**src/shared/vic_pkg.sv**
```systemverilog
// constants and register map of the vectored interrupt controller
// Behaviour
// - force bits ORed into requests first
// - force register: ones set, zeros ignored
// - force clear: ones clear force bits
// - raw status is request OR force
// - enable register: ones set, readable
// - enable clear: ones clear enable bits
// - classification one fast, zero normal
// - normal status: raw, enabled, not fast
// - fast status: raw, enabled, fast
// - fast output is OR of fast status
// - normal output is OR of normal status
// - sixteen slots, slot zero highest priority
// - slot control: enable bit5, number 4:0
// - disabled slot leaves request non-vectored
// - duplicate numbers: lower slot wins
// - vector read gives winner or default
// - vector write signals end of service
// - protection bit limits access to privileged
// - channel one driven by force only
// - peripheral channels zero to 21 used
package vic_pkg;

    // ********************************
    // register offsets (byte addresses)
    // ********************************
    localparam logic [31:0] OFF_RAW = 32'h0FFF_F008;
    localparam logic [31:0] OFF_FORCE = 32'h0FFF_F018;
    localparam logic [31:0] OFF_FORCE_CLR = 32'h0FFF_F01C;
    localparam logic [31:0] OFF_NORMAL = 32'hFFFF_F000;
    localparam logic [31:0] OFF_FAST = 32'hFFFF_F004;
    localparam logic [31:0] OFF_CLASS = 32'hFFFF_F00C;
    localparam logic [31:0] OFF_ENABLE = 32'hFFFF_F010;
    localparam logic [31:0] OFF_ENABLE_CLR = 32'hFFFF_F014;
    localparam logic [31:0] OFF_PROT = 32'hFFFF_F020;
    localparam logic [31:0] OFF_VECT = 32'hFFFF_F030;
    localparam logic [31:0] OFF_DEF_VECT = 32'hFFFF_F034;
    localparam logic [31:0] OFF_IN_SERVICE = 32'hFFFF_F040;
    localparam logic [31:0] OFF_SLOT_ADDR = 32'hFFFF_F100;
    localparam logic [31:0] OFF_SLOT_CTL = 32'hFFFF_F200;

    // ********************************
    // fields and sizes
    // ********************************
    localparam int unsigned NUM_SLOTS = 16;
    localparam int unsigned SLOT_EN_BIT = 5;
    localparam int unsigned SLOT_NUM_MSB = 4;
    localparam int unsigned BANK_LSB = 6;
    localparam int unsigned IN_SERVICE_W = 17;
    localparam logic [31:0] PERIPH_MASK = 32'h003F_FFFD;

    // ********************************
    // reset values
    // ********************************
    localparam logic [31:0] RST_WORD = 32'h0000_0000;
    localparam logic [5:0] RST_SLOT_CTL = 6'h00;
    localparam logic [16:0] RST_IN_SERVICE = 17'h0_0000;
    localparam logic RST_PROT = 1'b0;

endpackage : vic_pkg

```
**src/hw/vectored_interrupt_controller.sv**
```systemverilog
// vectored interrupt controller with register port, 32 requests, 16 slots
`timescale 1ns/1ns
module vectored_interrupt_controller (
    input wire logic sys_clk_i,
    input wire logic rst_n_i,
    input wire logic [31:0] addr_i,
    input wire logic [31:0] wdata_i,
    input wire logic wr_i,
    input wire logic rd_i,
    input wire logic priv_i,
    input wire logic [31:0] req_i,
    output logic [31:0] rdata_o,
    output logic fast_req_o,
    output logic normal_req_o
);

    // ********************************
    // decode helpers
    // ********************************
    function automatic logic bank_hit(input logic [31:0] a, input logic [31:0] base);
        return a[31:vic_pkg::BANK_LSB] == base[31:vic_pkg::BANK_LSB];
    endfunction : bank_hit

    // returns {found, slot}; lowest slot wins, so duplicates resolve low
    function automatic logic [4:0] pick_winner(input logic [15:0] m);
        logic [4:0] res;
        res = 5'h00;
        for (int i = 15; i >= 0; i--) begin
            if (m[i]) begin
                res = {1'b1, 4'(i)};
            end
        end
        return res;
    endfunction : pick_winner

    // ********************************
    // state
    // ********************************
    logic [31:0] force_reg;
    logic [31:0] enable_reg;
    logic [31:0] class_reg;
    logic [31:0] def_addr_reg;
    logic prot_reg;
    logic [31:0] slot_addr_reg [vic_pkg::NUM_SLOTS];
    logic [5:0] slot_ctl_reg [vic_pkg::NUM_SLOTS];
    logic [16:0] in_service_reg;
    logic [31:0] rdata_reg;
    logic [31:0] rdata_next;
    logic fast_reg;
    logic normal_reg;

    logic access_ok;
    logic wr_ok;
    logic rd_ok;
    logic [31:0] raw_status;
    logic [31:0] normal_status;
    logic [31:0] fast_status;
    logic [15:0] slot_match;
    logic [4:0] winner;
    logic [31:0] vect_addr;
    logic [16:0] service_bit;

    assign rdata_o = rdata_reg;
    assign fast_req_o = fast_reg;
    assign normal_req_o = normal_reg;

    // ********************************
    // access control
    // ********************************
    // with the protection bit set, user-mode accesses are dropped silently; reads then return zero
    assign access_ok = !prot_reg || priv_i;
    assign wr_ok = wr_i && access_ok;
    assign rd_ok = rd_i && access_ok;

    // ********************************
    // request path
    // ********************************
    // unconnected channels are cut here so only force can raise them
    assign raw_status = (req_i & vic_pkg::PERIPH_MASK) | force_reg;
    assign normal_status = raw_status & enable_reg & ~class_reg;
    assign fast_status = raw_status & enable_reg & class_reg;

    // ********************************
    // vector slots
    // ********************************
    // a disabled slot only drops the vector; the request stays in normal status
    generate
        for (genvar g = 0; g < 16; g++) begin : gen_slot
            assign slot_match[g] = slot_ctl_reg[g][vic_pkg::SLOT_EN_BIT]
                && normal_status[slot_ctl_reg[g][vic_pkg::SLOT_NUM_MSB:0]];

            always_ff @(posedge sys_clk_i or negedge rst_n_i) begin
                if (!rst_n_i) begin
                    slot_addr_reg[g] <= vic_pkg::RST_WORD;
                    slot_ctl_reg[g] <= vic_pkg::RST_SLOT_CTL;
                end else if (wr_ok && bank_hit(addr_i, vic_pkg::OFF_SLOT_ADDR)
                        && addr_i[5:2] == 4'(g)) begin
                    slot_addr_reg[g] <= wdata_i;
                end else if (wr_ok && bank_hit(addr_i, vic_pkg::OFF_SLOT_CTL)
                        && addr_i[5:2] == 4'(g)) begin
                    slot_ctl_reg[g] <= wdata_i[5:0];
                end
            end
        end
    endgenerate

    assign winner = pick_winner(slot_match);
    assign vect_addr = winner[4] ? slot_addr_reg[winner[3:0]] : def_addr_reg;
    assign service_bit = winner[4] ? (17'h0_0001 << winner[3:0]) : 17'h1_0000;

    // ********************************
    // software force
    // ********************************
    always_ff @(posedge sys_clk_i or negedge rst_n_i) begin
        if (!rst_n_i) begin
            force_reg <= vic_pkg::RST_WORD;
        end else if (wr_ok && addr_i == vic_pkg::OFF_FORCE) begin
            force_reg <= force_reg | wdata_i;
        end else if (wr_ok && addr_i == vic_pkg::OFF_FORCE_CLR) begin
            force_reg <= force_reg & ~wdata_i;
        end
    end

    // ********************************
    // enable and classification
    // ********************************
    always_ff @(posedge sys_clk_i or negedge rst_n_i) begin
        if (!rst_n_i) begin
            enable_reg <= vic_pkg::RST_WORD;
        end else if (wr_ok && addr_i == vic_pkg::OFF_ENABLE) begin
            enable_reg <= enable_reg | wdata_i;
        end else if (wr_ok && addr_i == vic_pkg::OFF_ENABLE_CLR) begin
            enable_reg <= enable_reg & ~wdata_i;
        end
    end

    always_ff @(posedge sys_clk_i or negedge rst_n_i) begin
        if (!rst_n_i) begin
            class_reg <= vic_pkg::RST_WORD;
        end else if (wr_ok && addr_i == vic_pkg::OFF_CLASS) begin
            class_reg <= wdata_i;
        end
    end

    // ********************************
    // protection and default vector
    // ********************************
    always_ff @(posedge sys_clk_i or negedge rst_n_i) begin
        if (!rst_n_i) begin
            prot_reg <= vic_pkg::RST_PROT;
        end else if (wr_ok && addr_i == vic_pkg::OFF_PROT) begin
            prot_reg <= wdata_i[0];
        end
    end

    always_ff @(posedge sys_clk_i or negedge rst_n_i) begin
        if (!rst_n_i) begin
            def_addr_reg <= vic_pkg::RST_WORD;
        end else if (wr_ok && addr_i == vic_pkg::OFF_DEF_VECT) begin
            def_addr_reg <= wdata_i;
        end
    end

    // ********************************
    // in-service tracking
    // ********************************
    // a vector read marks the winning level busy; a vector write retires
    // the highest-priority busy level; bit 16 stands for the default vector
    always_ff @(posedge sys_clk_i or negedge rst_n_i) begin
        if (!rst_n_i) begin
            in_service_reg <= vic_pkg::RST_IN_SERVICE;
        end else if (rd_ok && addr_i == vic_pkg::OFF_VECT) begin
            in_service_reg <= in_service_reg | service_bit;
        end else if (wr_ok && addr_i == vic_pkg::OFF_VECT) begin
            in_service_reg <= in_service_reg & (in_service_reg - 17'h0_0001);
        end
    end

    // ********************************
    // read port
    // ********************************
    // data stands for one cycle only; unmapped or refused reads give zero
    always_comb begin
        rdata_next = vic_pkg::RST_WORD;
        if (rd_ok) begin
            if (addr_i == vic_pkg::OFF_RAW) begin
                rdata_next = raw_status;
            end else if (addr_i == vic_pkg::OFF_FORCE) begin
                rdata_next = force_reg;
            end else if (addr_i == vic_pkg::OFF_NORMAL) begin
                rdata_next = normal_status;
            end else if (addr_i == vic_pkg::OFF_FAST) begin
                rdata_next = fast_status;
            end else if (addr_i == vic_pkg::OFF_CLASS) begin
                rdata_next = class_reg;
            end else if (addr_i == vic_pkg::OFF_ENABLE) begin
                rdata_next = enable_reg;
            end else if (addr_i == vic_pkg::OFF_PROT) begin
                rdata_next = {31'h0000_0000, prot_reg};
            end else if (addr_i == vic_pkg::OFF_VECT) begin
                rdata_next = vect_addr;
            end else if (addr_i == vic_pkg::OFF_DEF_VECT) begin
                rdata_next = def_addr_reg;
            end else if (addr_i == vic_pkg::OFF_IN_SERVICE) begin
                rdata_next = {15'h0000, in_service_reg};
            end else if (bank_hit(addr_i, vic_pkg::OFF_SLOT_ADDR)) begin
                rdata_next = slot_addr_reg[addr_i[5:2]];
            end else if (bank_hit(addr_i, vic_pkg::OFF_SLOT_CTL)) begin
                rdata_next = {26'h000_0000, slot_ctl_reg[addr_i[5:2]]};
            end
        end
    end

    always_ff @(posedge sys_clk_i or negedge rst_n_i) begin
        if (!rst_n_i) begin
            rdata_reg <= vic_pkg::RST_WORD;
        end else begin
            rdata_reg <= rdata_next;
        end
    end

    // ********************************
    // core request outputs
    // ********************************
    // registered so the core sees clean levels, at one cycle of latency
    always_ff @(posedge sys_clk_i or negedge rst_n_i) begin
        if (!rst_n_i) begin
            fast_reg <= 1'b0;
            normal_reg <= 1'b0;
        end else begin
            fast_reg <= |fast_status;
            normal_reg <= |normal_status;
        end
    end
endmodule : vectored_interrupt_controller

```
**config.mk**
```make
export PLATFORM = sky130hd
export DESIGN_NAME = vectored_interrupt_controller
export DESIGN_NICKNAME = d
export VERILOG_FILES = /design/src/shared/vic_pkg.sv /design/src/hw/vectored_interrupt_controller.sv
export SDC_FILE = /design/constraint.sdc
export NUM_CORES = 2
export LEC_CHECK = 0
export ABC_AREA = 0
export ABC_CLOCK_PERIOD_IN_PS = 4200
export BUFFER_PORTS_ARGS = -buffer_cell sky130_fd_sc_hd__buf_2
export CORE_MARGIN = 5
export CORE_UTILIZATION = 55
export CTS_CLUSTER_DIAMETER = 80
export DETAILED_ROUTE_END_ITERATION = 6
export GPL_ROUTABILITY_DRIVEN = 1
export GPL_TIMING_DRIVEN = 1
export PLACE_DENSITY_LB_ADDON = 0.2
export SLEW_MARGIN = 20
export SYNTH_ARGS = -nofsm -noshare
export SYNTH_HDL_FRONTEND = slang
export SYNTH_SLANG_ARGS = --single-unit
```
**constraint.sdc**
```tcl
create_clock -name sys_clk_i -period 4.2 [get_ports sys_clk_i]
set_clock_uncertainty 0.05 [all_clocks]
set_input_delay 0 -clock sys_clk_i [delete_from_list [all_inputs] [get_ports sys_clk_i]]
set_output_delay 0 -clock sys_clk_i [all_outputs]
set_load 0.02 [all_outputs]
```
# [Word level (Yosys, flattened, before mapping)]
# Cells that the tools add are included.
[word_totals] elab_cells=283 inputBits=101 output_inout_bits=34 regBits=788
[classes] n_mux=78 bitwise=30 n_addsub=1 shifts=1 magnitude_cmp=18 n_eq_ne=29 reduce_logical=85
[ops] cell="32-bit two-way mux" n=21
[ops] cell="32-bit == test (second input constant)" n=9
[ops] cell="32-bit binary-select mux with 4-bit select" n=2
[ops] cell="32-bit bitwise AND" n=5
[ops] cell="32-bit by 28-bit == test with 1-bit output (second input constant)" n=3
[ops] cell="5-bit by 6-bit < comparator with 1-bit output (second input constant)" n=16
[ops] cell="1-bit binary-select mux with 5-bit select" n=16
[ops] cell="5-bit two-way mux" n=16
[ops] cell="32-bit inverter" n=2
[ops] cell="32-bit bitwise OR" n=2
[ops] cell="32-bit OR reduction" n=2
[ops] cell="1-bit logical AND" n=61
[ops] cell="26-bit == test (second input constant)" n=2
[ops] cell="17-bit two-way mux" n=3
[ops] cell="4-bit == test (second input constant)" n=8
[ops] cell="22-bit by 32-bit bitwise OR with 32-bit output" n=1
[ops] cell="2-bit AND reduction" n=16
[ops] cell="6-bit binary-select mux with 4-bit select" n=1
[ops] cell="6-bit two-way mux" n=3
[ops] cell="17-bit bitwise AND" n=1
[ops] cell="17-bit bitwise OR" n=1
[ops] cell="1-bit by 4-bit left shift with 17-bit output (first input constant)" n=1
[ops] cell="17-bit by 1-bit subtractor with 17-bit output (second input constant)" n=1
[ops] cell="4-bit by 3-bit == test with 1-bit output (second input constant)" n=4
[ops] cell="10 further kinds" n=45

# [Depth between registers and ports, before layout]
[depth] depth_word=36 depth_mapped=20 mapped_depth_nobuf=14

# [Least setup slack after synthesis]
# No wires, ideal clock.
[synth_timing] path_kind="register to register" start="register class_reg[11]" end="register rdata_reg[4], in the netlist rdata_o[4]" path_stages_with_launch=16 synth_period_minus_slack_ps=4178 path_buffers=3 arrival_time_ps=3992 slack_ps=22 path_cell_list="dfrtp_1 > nand2b_1 > or2_2 > clkbuf_1 > mux4_2 > a211oi_2 > a22oi_1 > and4_1 > a211o_1 > a221oi_4 > buf_6 > buf_4 > mux2_2 > a221o_1 > a221oi_1 > a31oi_1"
[synth_via] elab_chain_len=35 elab_cells_between_ends=80
[synth_rtl] element="start, declared" line_no="vectored_interrupt_controller.sv:41" source="logic [31:0] class_reg;"
[synth_rtl] element="start signal, assigned" line_no="vectored_interrupt_controller.sv:139" source="class_reg <= vic_pkg::RST_WORD;"
[synth_rtl] element="start signal, assigned" line_no="vectored_interrupt_controller.sv:141" source="class_reg <= wdata_i;"
[synth_rtl] element="32-bit inverter (*)" line_no="vectored_interrupt_controller.sv:80" source="assign normal_status = raw_status & enable_reg & ~class_reg;"
[synth_rtl] element="32-bit bitwise AND (*)" line_no="vectored_interrupt_controller.sv:80"
[synth_rtl] element="1-bit binary-select mux with 5-bit select" line_no="vectored_interrupt_controller.sv:90" source="&& normal_status[slot_ctl_reg[g][vic_pkg::SLOT_NUM_MSB:0]];"
[synth_rtl] element="1-bit two-way mux (not written as such)" line_no="vectored_interrupt_controller.sv:90"
[synth_rtl] element="1-bit logical AND" line_no="vectored_interrupt_controller.sv:90"
[synth_rtl] element="5-bit two-way mux (15 in series)" line_no="vectored_interrupt_controller.sv:29" source="if (m[i]) begin"
[synth_rtl] element="5-bit two-way mux (*)" line_no="vectored_interrupt_controller.sv:29"
[synth_rtl] element="4-bit inverter with 5-bit output (not written as such)" line_no="vectored_interrupt_controller.sv:108" source="assign vect_addr = winner[4] ? slot_addr_reg[winner[3:0]] : def_addr_reg;"
[synth_rtl] element="[6 not listed]"
[synth_rtl] element="32-bit two-way mux (*)" line_no="vectored_interrupt_controller.sv:196" source="end else if (addr_i == vic_pkg::OFF_ENABLE) begin"
[synth_rtl] element="32-bit two-way mux (*)" line_no="vectored_interrupt_controller.sv:194" source="end else if (addr_i == vic_pkg::OFF_CLASS) begin"
[synth_rtl] element="32-bit two-way mux (*)" line_no="vectored_interrupt_controller.sv:192" source="end else if (addr_i == vic_pkg::OFF_FAST) begin"
[synth_rtl] element="32-bit two-way mux (*)" line_no="vectored_interrupt_controller.sv:190" source="end else if (addr_i == vic_pkg::OFF_NORMAL) begin"
[synth_rtl] element="32-bit two-way mux (*)" line_no="vectored_interrupt_controller.sv:188" source="end else if (addr_i == vic_pkg::OFF_FORCE) begin"
[synth_rtl] element="32-bit two-way mux (*)" line_no="vectored_interrupt_controller.sv:186" source="if (addr_i == vic_pkg::OFF_RAW) begin"
[synth_rtl] element="32-bit two-way mux (*)" line_no="vectored_interrupt_controller.sv:185" source="if (rd_ok) begin"
[synth_rtl] element="named net rdata_next[4]" line_no="vectored_interrupt_controller.sv:48" source="logic [31:0] rdata_next;"
[synth_rtl] element="end signal, assigned" line_no="vectored_interrupt_controller.sv:216" source="rdata_reg <= vic_pkg::RST_WORD;"
[synth_rtl] element="end signal, assigned" line_no="vectored_interrupt_controller.sv:218" source="rdata_reg <= rdata_next;"
[synth_rtl] element="end, declared" line_no="vectored_interrupt_controller.sv:47" source="logic [31:0] rdata_reg;"
# The timed path passes the listed nets; every way through them passes the cells marked *. The select of a mux whose other input is x is not followed.
# A chain may end at the register's enable or synchronous reset.

# [Worst setup path after layout]
[layout_timing] start="register class_reg[31]" end="register rdata_reg[9], in the netlist rdata_o[9]"
# Same word-level chain as after synthesis.

==> run summary <==
The run finished, with violations left. The checks that failed: hold timing, setup timing. The area of the multi-input gates came out at 27000 sq um. Of all nets on the critical path, the largest fanout is 5. Synthesis produced a netlist whose cell count is 4117. The clock transition at the registers of the reported paths came out at 60 ps. The time the worst path needs with I/O delays and setup came out at 4650 ps. The clock net sink count is 788. The share of the Yosys chip area taken by registers is 0.420.

The number of warning messages in the yosys log came out at 0. The arrival time of data at the critical path endpoint is 5180 ps. The final period utilization came out at 1.11. The count of endpoints failing setup in the final report came out at 34.

When the netlist entered floorplanning its net count stood at 4218. The number of nets still failing antenna checks after routing came out at 0. The area of the placeable core is 85000 sq um. TritonCTS built the clock tree. The worst hold path passes through 5 cells. Across all layers, the routed design uses 43700 vias. Across all hold checks on the routed design, the worst slack comes to -16.8 ps. The clock latency reported for the late side of the worst-skew pair came out at 680 ps. The register with the most flip-flops in the layout has 512 of them. The global routing usage summed across all routing layers came out at 0.462. The cell area after placement is 54800 sq um. The number of standard cells in the final layout excluding fillers came out at 6092. The routed wire length is 215000 um. The wire length of the first global-routing pass came out at 306000 um.

The count of cells along the worst register-to-register path is 22. The total power per unit cell area is 270 nW/um^2. The DRC violation count after routing is 0. The average instance area after synthesis is 11.4 sq um. The number of filler instances in the final layout came out at 5983.

The count of endpoints failing hold in the final timing report is 1. The synthesized area came out at 47000 sq um. The startpoint-to-endpoint class of the critical path is register to register.

The total global routing overflow came out at 0. After the first detailed-routing iteration, the DRC count stood at 6591. The cell count after placement is 5774. The library cell occupying the most area in the post-synthesis netlist is sky130_fd_sc_hd__dfrtp_1. The I/O pin count came out at 135. In the final design database the tool counted 4972 nets.

The number of rows in the core area came out at 107. In this run the number of H-tree levels came out at 3. Yosys mapped a number of flops with a built-in enable equal to 0. The floorplan step set the die height to 302 um. The post-layout worst setup margin came out at -447 ps.

The top cell type's share of synthesized area is 0.420. Setup repair after global routing could not meet its margin everywhere. At the worst endpoint, the required time is 4740 ps. The number of optimization iterations in the first detailed-route pass is 7. For the final routed database, the setup TNS stands at -10090 ps.

The area growth from synthesis to layout is 29.8%. The largest net degree at the start of global routing is 97. The number of port buffers is 123. VDD sags by at most 0.429 mV.

The post-synthesis register bit count came out at 788. The worst max-slew margin expressed relative to the limit is 0.221. The via count of the first global-routing pass came to 42800. The area used by sequential logic in the layout came out at 19700 sq um. The global placer's final weighted congestion came out at 1.15. The total clock buffers created by CTS is 88.

Detailed placement finished with a half-perimeter wire length of 149000 um. The final cell area excluding filler cells is 61000 sq um. The floorplan step defined a die boundary enclosing 91300 sq um.

The number of distinct standard cells referenced by the synthesized netlist came out at 87. STA classifies the critical path endpoint as a register. The share of synthesized registers carrying an async set or reset came out at 1.00. Summed over all cells, the static leakage comes to 26.9 nW. At the end of the flow the core is filled with cells to 0.717. The maximum number of buffers from clock root to sink came out at 3. For the pin with the worst max-slew slack, the measured transition is 1170 ps. In the synthesized netlist the dominant register cell turns out to be sky130_fd_sc_hd__dfrtp_1. The number of maximum-capacitance violations is 0.

The timing-limited maximum frequency came out at 215 MHz. The tree is rooted in a sky130_fd_sc_hd__clkbuf_16. The die is 302 um wide. In the post-synthesis netlist, the biggest area contributors are sky130_fd_sc_hd__dfrtp_1 (42%), sky130_fd_sc_hd__mux2_2 (16%), sky130_fd_sc_hd__mux4_2 (13%).

The min-delay analysis places its worst path in the category primary input to register. The fraction of layout cells with a size suffix above 1 came out at 0.473. The final max-slew violation count came out at 0.

Using the TritonRoute via totals, the vias-per-cell ratio works out to 7.18. The starting density of the core came out at 0.552. The number of antenna violations at the first check in global routing came out at 14. The average wire per standard cell is 35.4 um. The kind of start point of the critical path is a register.
==> logic make-up after synthesis <==
logic type	count (synthesis)	synth area share
compound gates	786	0.122
buf+inv	439	0.0372
flops	788	0.420
mux	1072	0.317
simple gates	1032	0.104
==> per-layer routing <==
| metal | up-vias | GRT usage | wire [um] |
|---|---|---|---|
| li1 | 17300 | - | - |
| met1 | 22000 | 0.613 | 78200 |
| met2 | 3472 | 0.675 | 91700 |
| met3 | 957 | 0.128 | 26900 |
| met4 | 16 | 0.291 | 18300 |
| met5 | - | 0.000529 | 218 |
==> power by group <==
group,switching [mW],leakage (nW),internal [mW]
Combinational,0.557,14.6,0.207
Clock,3.44,1.47,4.67
Sequential,0.000000181,10.9,7.59
Total,3.99,26.9,12.5
==> synth_stat cells, types with 19 or more instances <==
cell type and count:
sky130_fd_sc_hd__o22ai_1 36, sky130_fd_sc_hd__nor2_1 207, sky130_fd_sc_hd__mux2_2 662, sky130_fd_sc_hd__nand4_1 24, sky130_fd_sc_hd__mux4_2 265, sky130_fd_sc_hd__a21oi_1 100, sky130_fd_sc_hd__nand3_1 78, sky130_fd_sc_hd__a222oi_1 24
sky130_fd_sc_hd__dfrtp_1 788, sky130_fd_sc_hd__a22o_1 71, sky130_fd_sc_hd__buf_1 41, sky130_fd_sc_hd__mux2i_1 145, sky130_fd_sc_hd__a31oi_1 42, sky130_fd_sc_hd__a211oi_1 79, sky130_fd_sc_hd__nor2b_1 46, sky130_fd_sc_hd__nor4_1 27
sky130_fd_sc_hd__inv_1 37, sky130_fd_sc_hd__nand2b_1 41, sky130_fd_sc_hd__o211ai_1 31, sky130_fd_sc_hd__clkbuf_1 315, sky130_fd_sc_hd__a22oi_1 23, sky130_fd_sc_hd__o21ai_0 119, sky130_fd_sc_hd__nor3_1 80, sky130_fd_sc_hd__a221oi_1 39
sky130_fd_sc_hd__or2_2 19, sky130_fd_sc_hd__a2111oi_0 24, sky130_fd_sc_hd__nand2_1 392, sky130_fd_sc_hd__nand3b_1 27, sky130_fd_sc_hd__buf_2 30
==> metrics by stage <==
stage	worst slack (ps)	power, mW	hold slack [ps]
floorplan	22.2	7.99	-346
global placement	-1020	8.42	25.8
detailed placement	-933	8.42	26.6
CTS	-250	16.5	12.5
global route	-501	16.8	24.8
finish	-447	16.5	-16.8
==> critical path, stage by stage (launching register included) <==
cell and delay (ps):
sky130_fd_sc_hd__dfrtp_1 390, sky130_fd_sc_hd__buf_6 120, sky130_fd_sc_hd__nand3b_1 220, sky130_fd_sc_hd__buf_6 170, sky130_fd_sc_hd__buf_6 130, sky130_fd_sc_hd__buf_6 110, sky130_fd_sc_hd__mux4_2 470, sky130_fd_sc_hd__nand2_1 80
sky130_fd_sc_hd__nand4_1 180, sky130_fd_sc_hd__o2bb2a_4 280, sky130_fd_sc_hd__buf_12 130, sky130_fd_sc_hd__a311oi_2 240, sky130_fd_sc_hd__buf_4 160, sky130_fd_sc_hd__a211oi_2 70, sky130_fd_sc_hd__buf_6 160, sky130_fd_sc_hd__nor2_4 140
sky130_fd_sc_hd__buf_4 160, sky130_fd_sc_hd__clkbuf_16 140, sky130_fd_sc_hd__mux2i_4 230, sky130_fd_sc_hd__a211oi_2 110, sky130_fd_sc_hd__a2111oi_4 370, sky130_fd_sc_hd__o221ai_2 160, sky130_fd_sc_hd__a221oi_2 260
==> layout make-up <==
cell class | count | share of cell area
timing repair buffer | 1064 | 0.159
clock buffer | 126 | 0.0422
clock inverter | 34 | 0.00702
tap | 1144 | 0.0235
multi-input combinational | 2890 | 0.443
sequential | 788 | 0.324
inverter | 39 | 0.00240
antenna | 7 | 0.000287
==> layout by cell type (no fill, tap or decap), types with 16 or more instances in the layout <==
cell type / count
sky130_fd_sc_hd__dlygate4sd3_1: 48
sky130_fd_sc_hd__o21ai_1: 22
sky130_fd_sc_hd__nand4_1: 24
sky130_fd_sc_hd__clkbuf_8: 24
sky130_fd_sc_hd__nor4_1: 23
sky130_fd_sc_hd__a31oi_1: 36
sky130_fd_sc_hd__o22ai_1: 29
sky130_fd_sc_hd__a211oi_2: 22
sky130_fd_sc_hd__buf_6: 42
sky130_fd_sc_hd__nand3_1: 71
sky130_fd_sc_hd__nor2b_1: 44
sky130_fd_sc_hd__a21oi_1: 91
sky130_fd_sc_hd__o21ai_0: 94
sky130_fd_sc_hd__mux2i_1: 136
sky130_fd_sc_hd__nand2b_1: 40
sky130_fd_sc_hd__buf_12: 105
sky130_fd_sc_hd__nand3b_1: 27
sky130_fd_sc_hd__nor2_2: 20
sky130_fd_sc_hd__mux4_2: 265
sky130_fd_sc_hd__o211ai_1: 31
sky130_fd_sc_hd__mux2_2: 656
sky130_fd_sc_hd__a222oi_1: 24
sky130_fd_sc_hd__a221oi_1: 30
sky130_fd_sc_hd__a22o_1: 71
sky130_fd_sc_hd__inv_1: 37
sky130_fd_sc_hd__a22oi_1: 20
sky130_fd_sc_hd__a32oi_1: 16
sky130_fd_sc_hd__nor2_1: 161
sky130_fd_sc_hd__clkbuf_16: 92
sky130_fd_sc_hd__nand2_1: 386
sky130_fd_sc_hd__nor3_1: 67
sky130_fd_sc_hd__nor2_4: 26
sky130_fd_sc_hd__dfrtp_1: 787
sky130_fd_sc_hd__a211oi_1: 56
sky130_fd_sc_hd__buf_2: 119
sky130_fd_sc_hd__buf_4: 721
==> worst paths after layout <==
kind                                 start          endpoint  slack (ps)
setup / recovery             class_reg[31]        rdata_o[9]        -450
hold / removal                    req_i[8]        rdata_o[8]         -20
setup reg to reg             class_reg[31]        rdata_o[9]        -450
hold reg to reg            def_addr_reg[1]   def_addr_reg[1]         460
max in group asynchronous          rst_n_i         async pin        3290
min in group asynchronous          rst_n_i  slot_ctl_reg[62]          90
==> what timing repair did <==
item | 4_1_cts | 5_1_grt
endpoints found under the hold margin | 1270 | 0
pin swaps | 66 | 90
setup endpoints to repair | 48 | 41
hold buffers | 49 | 0
resized for setup | 203 | 169
gates cloned | 6 | 4
setup buffers | 63 | 46
(Power assumes the default switching activity.)
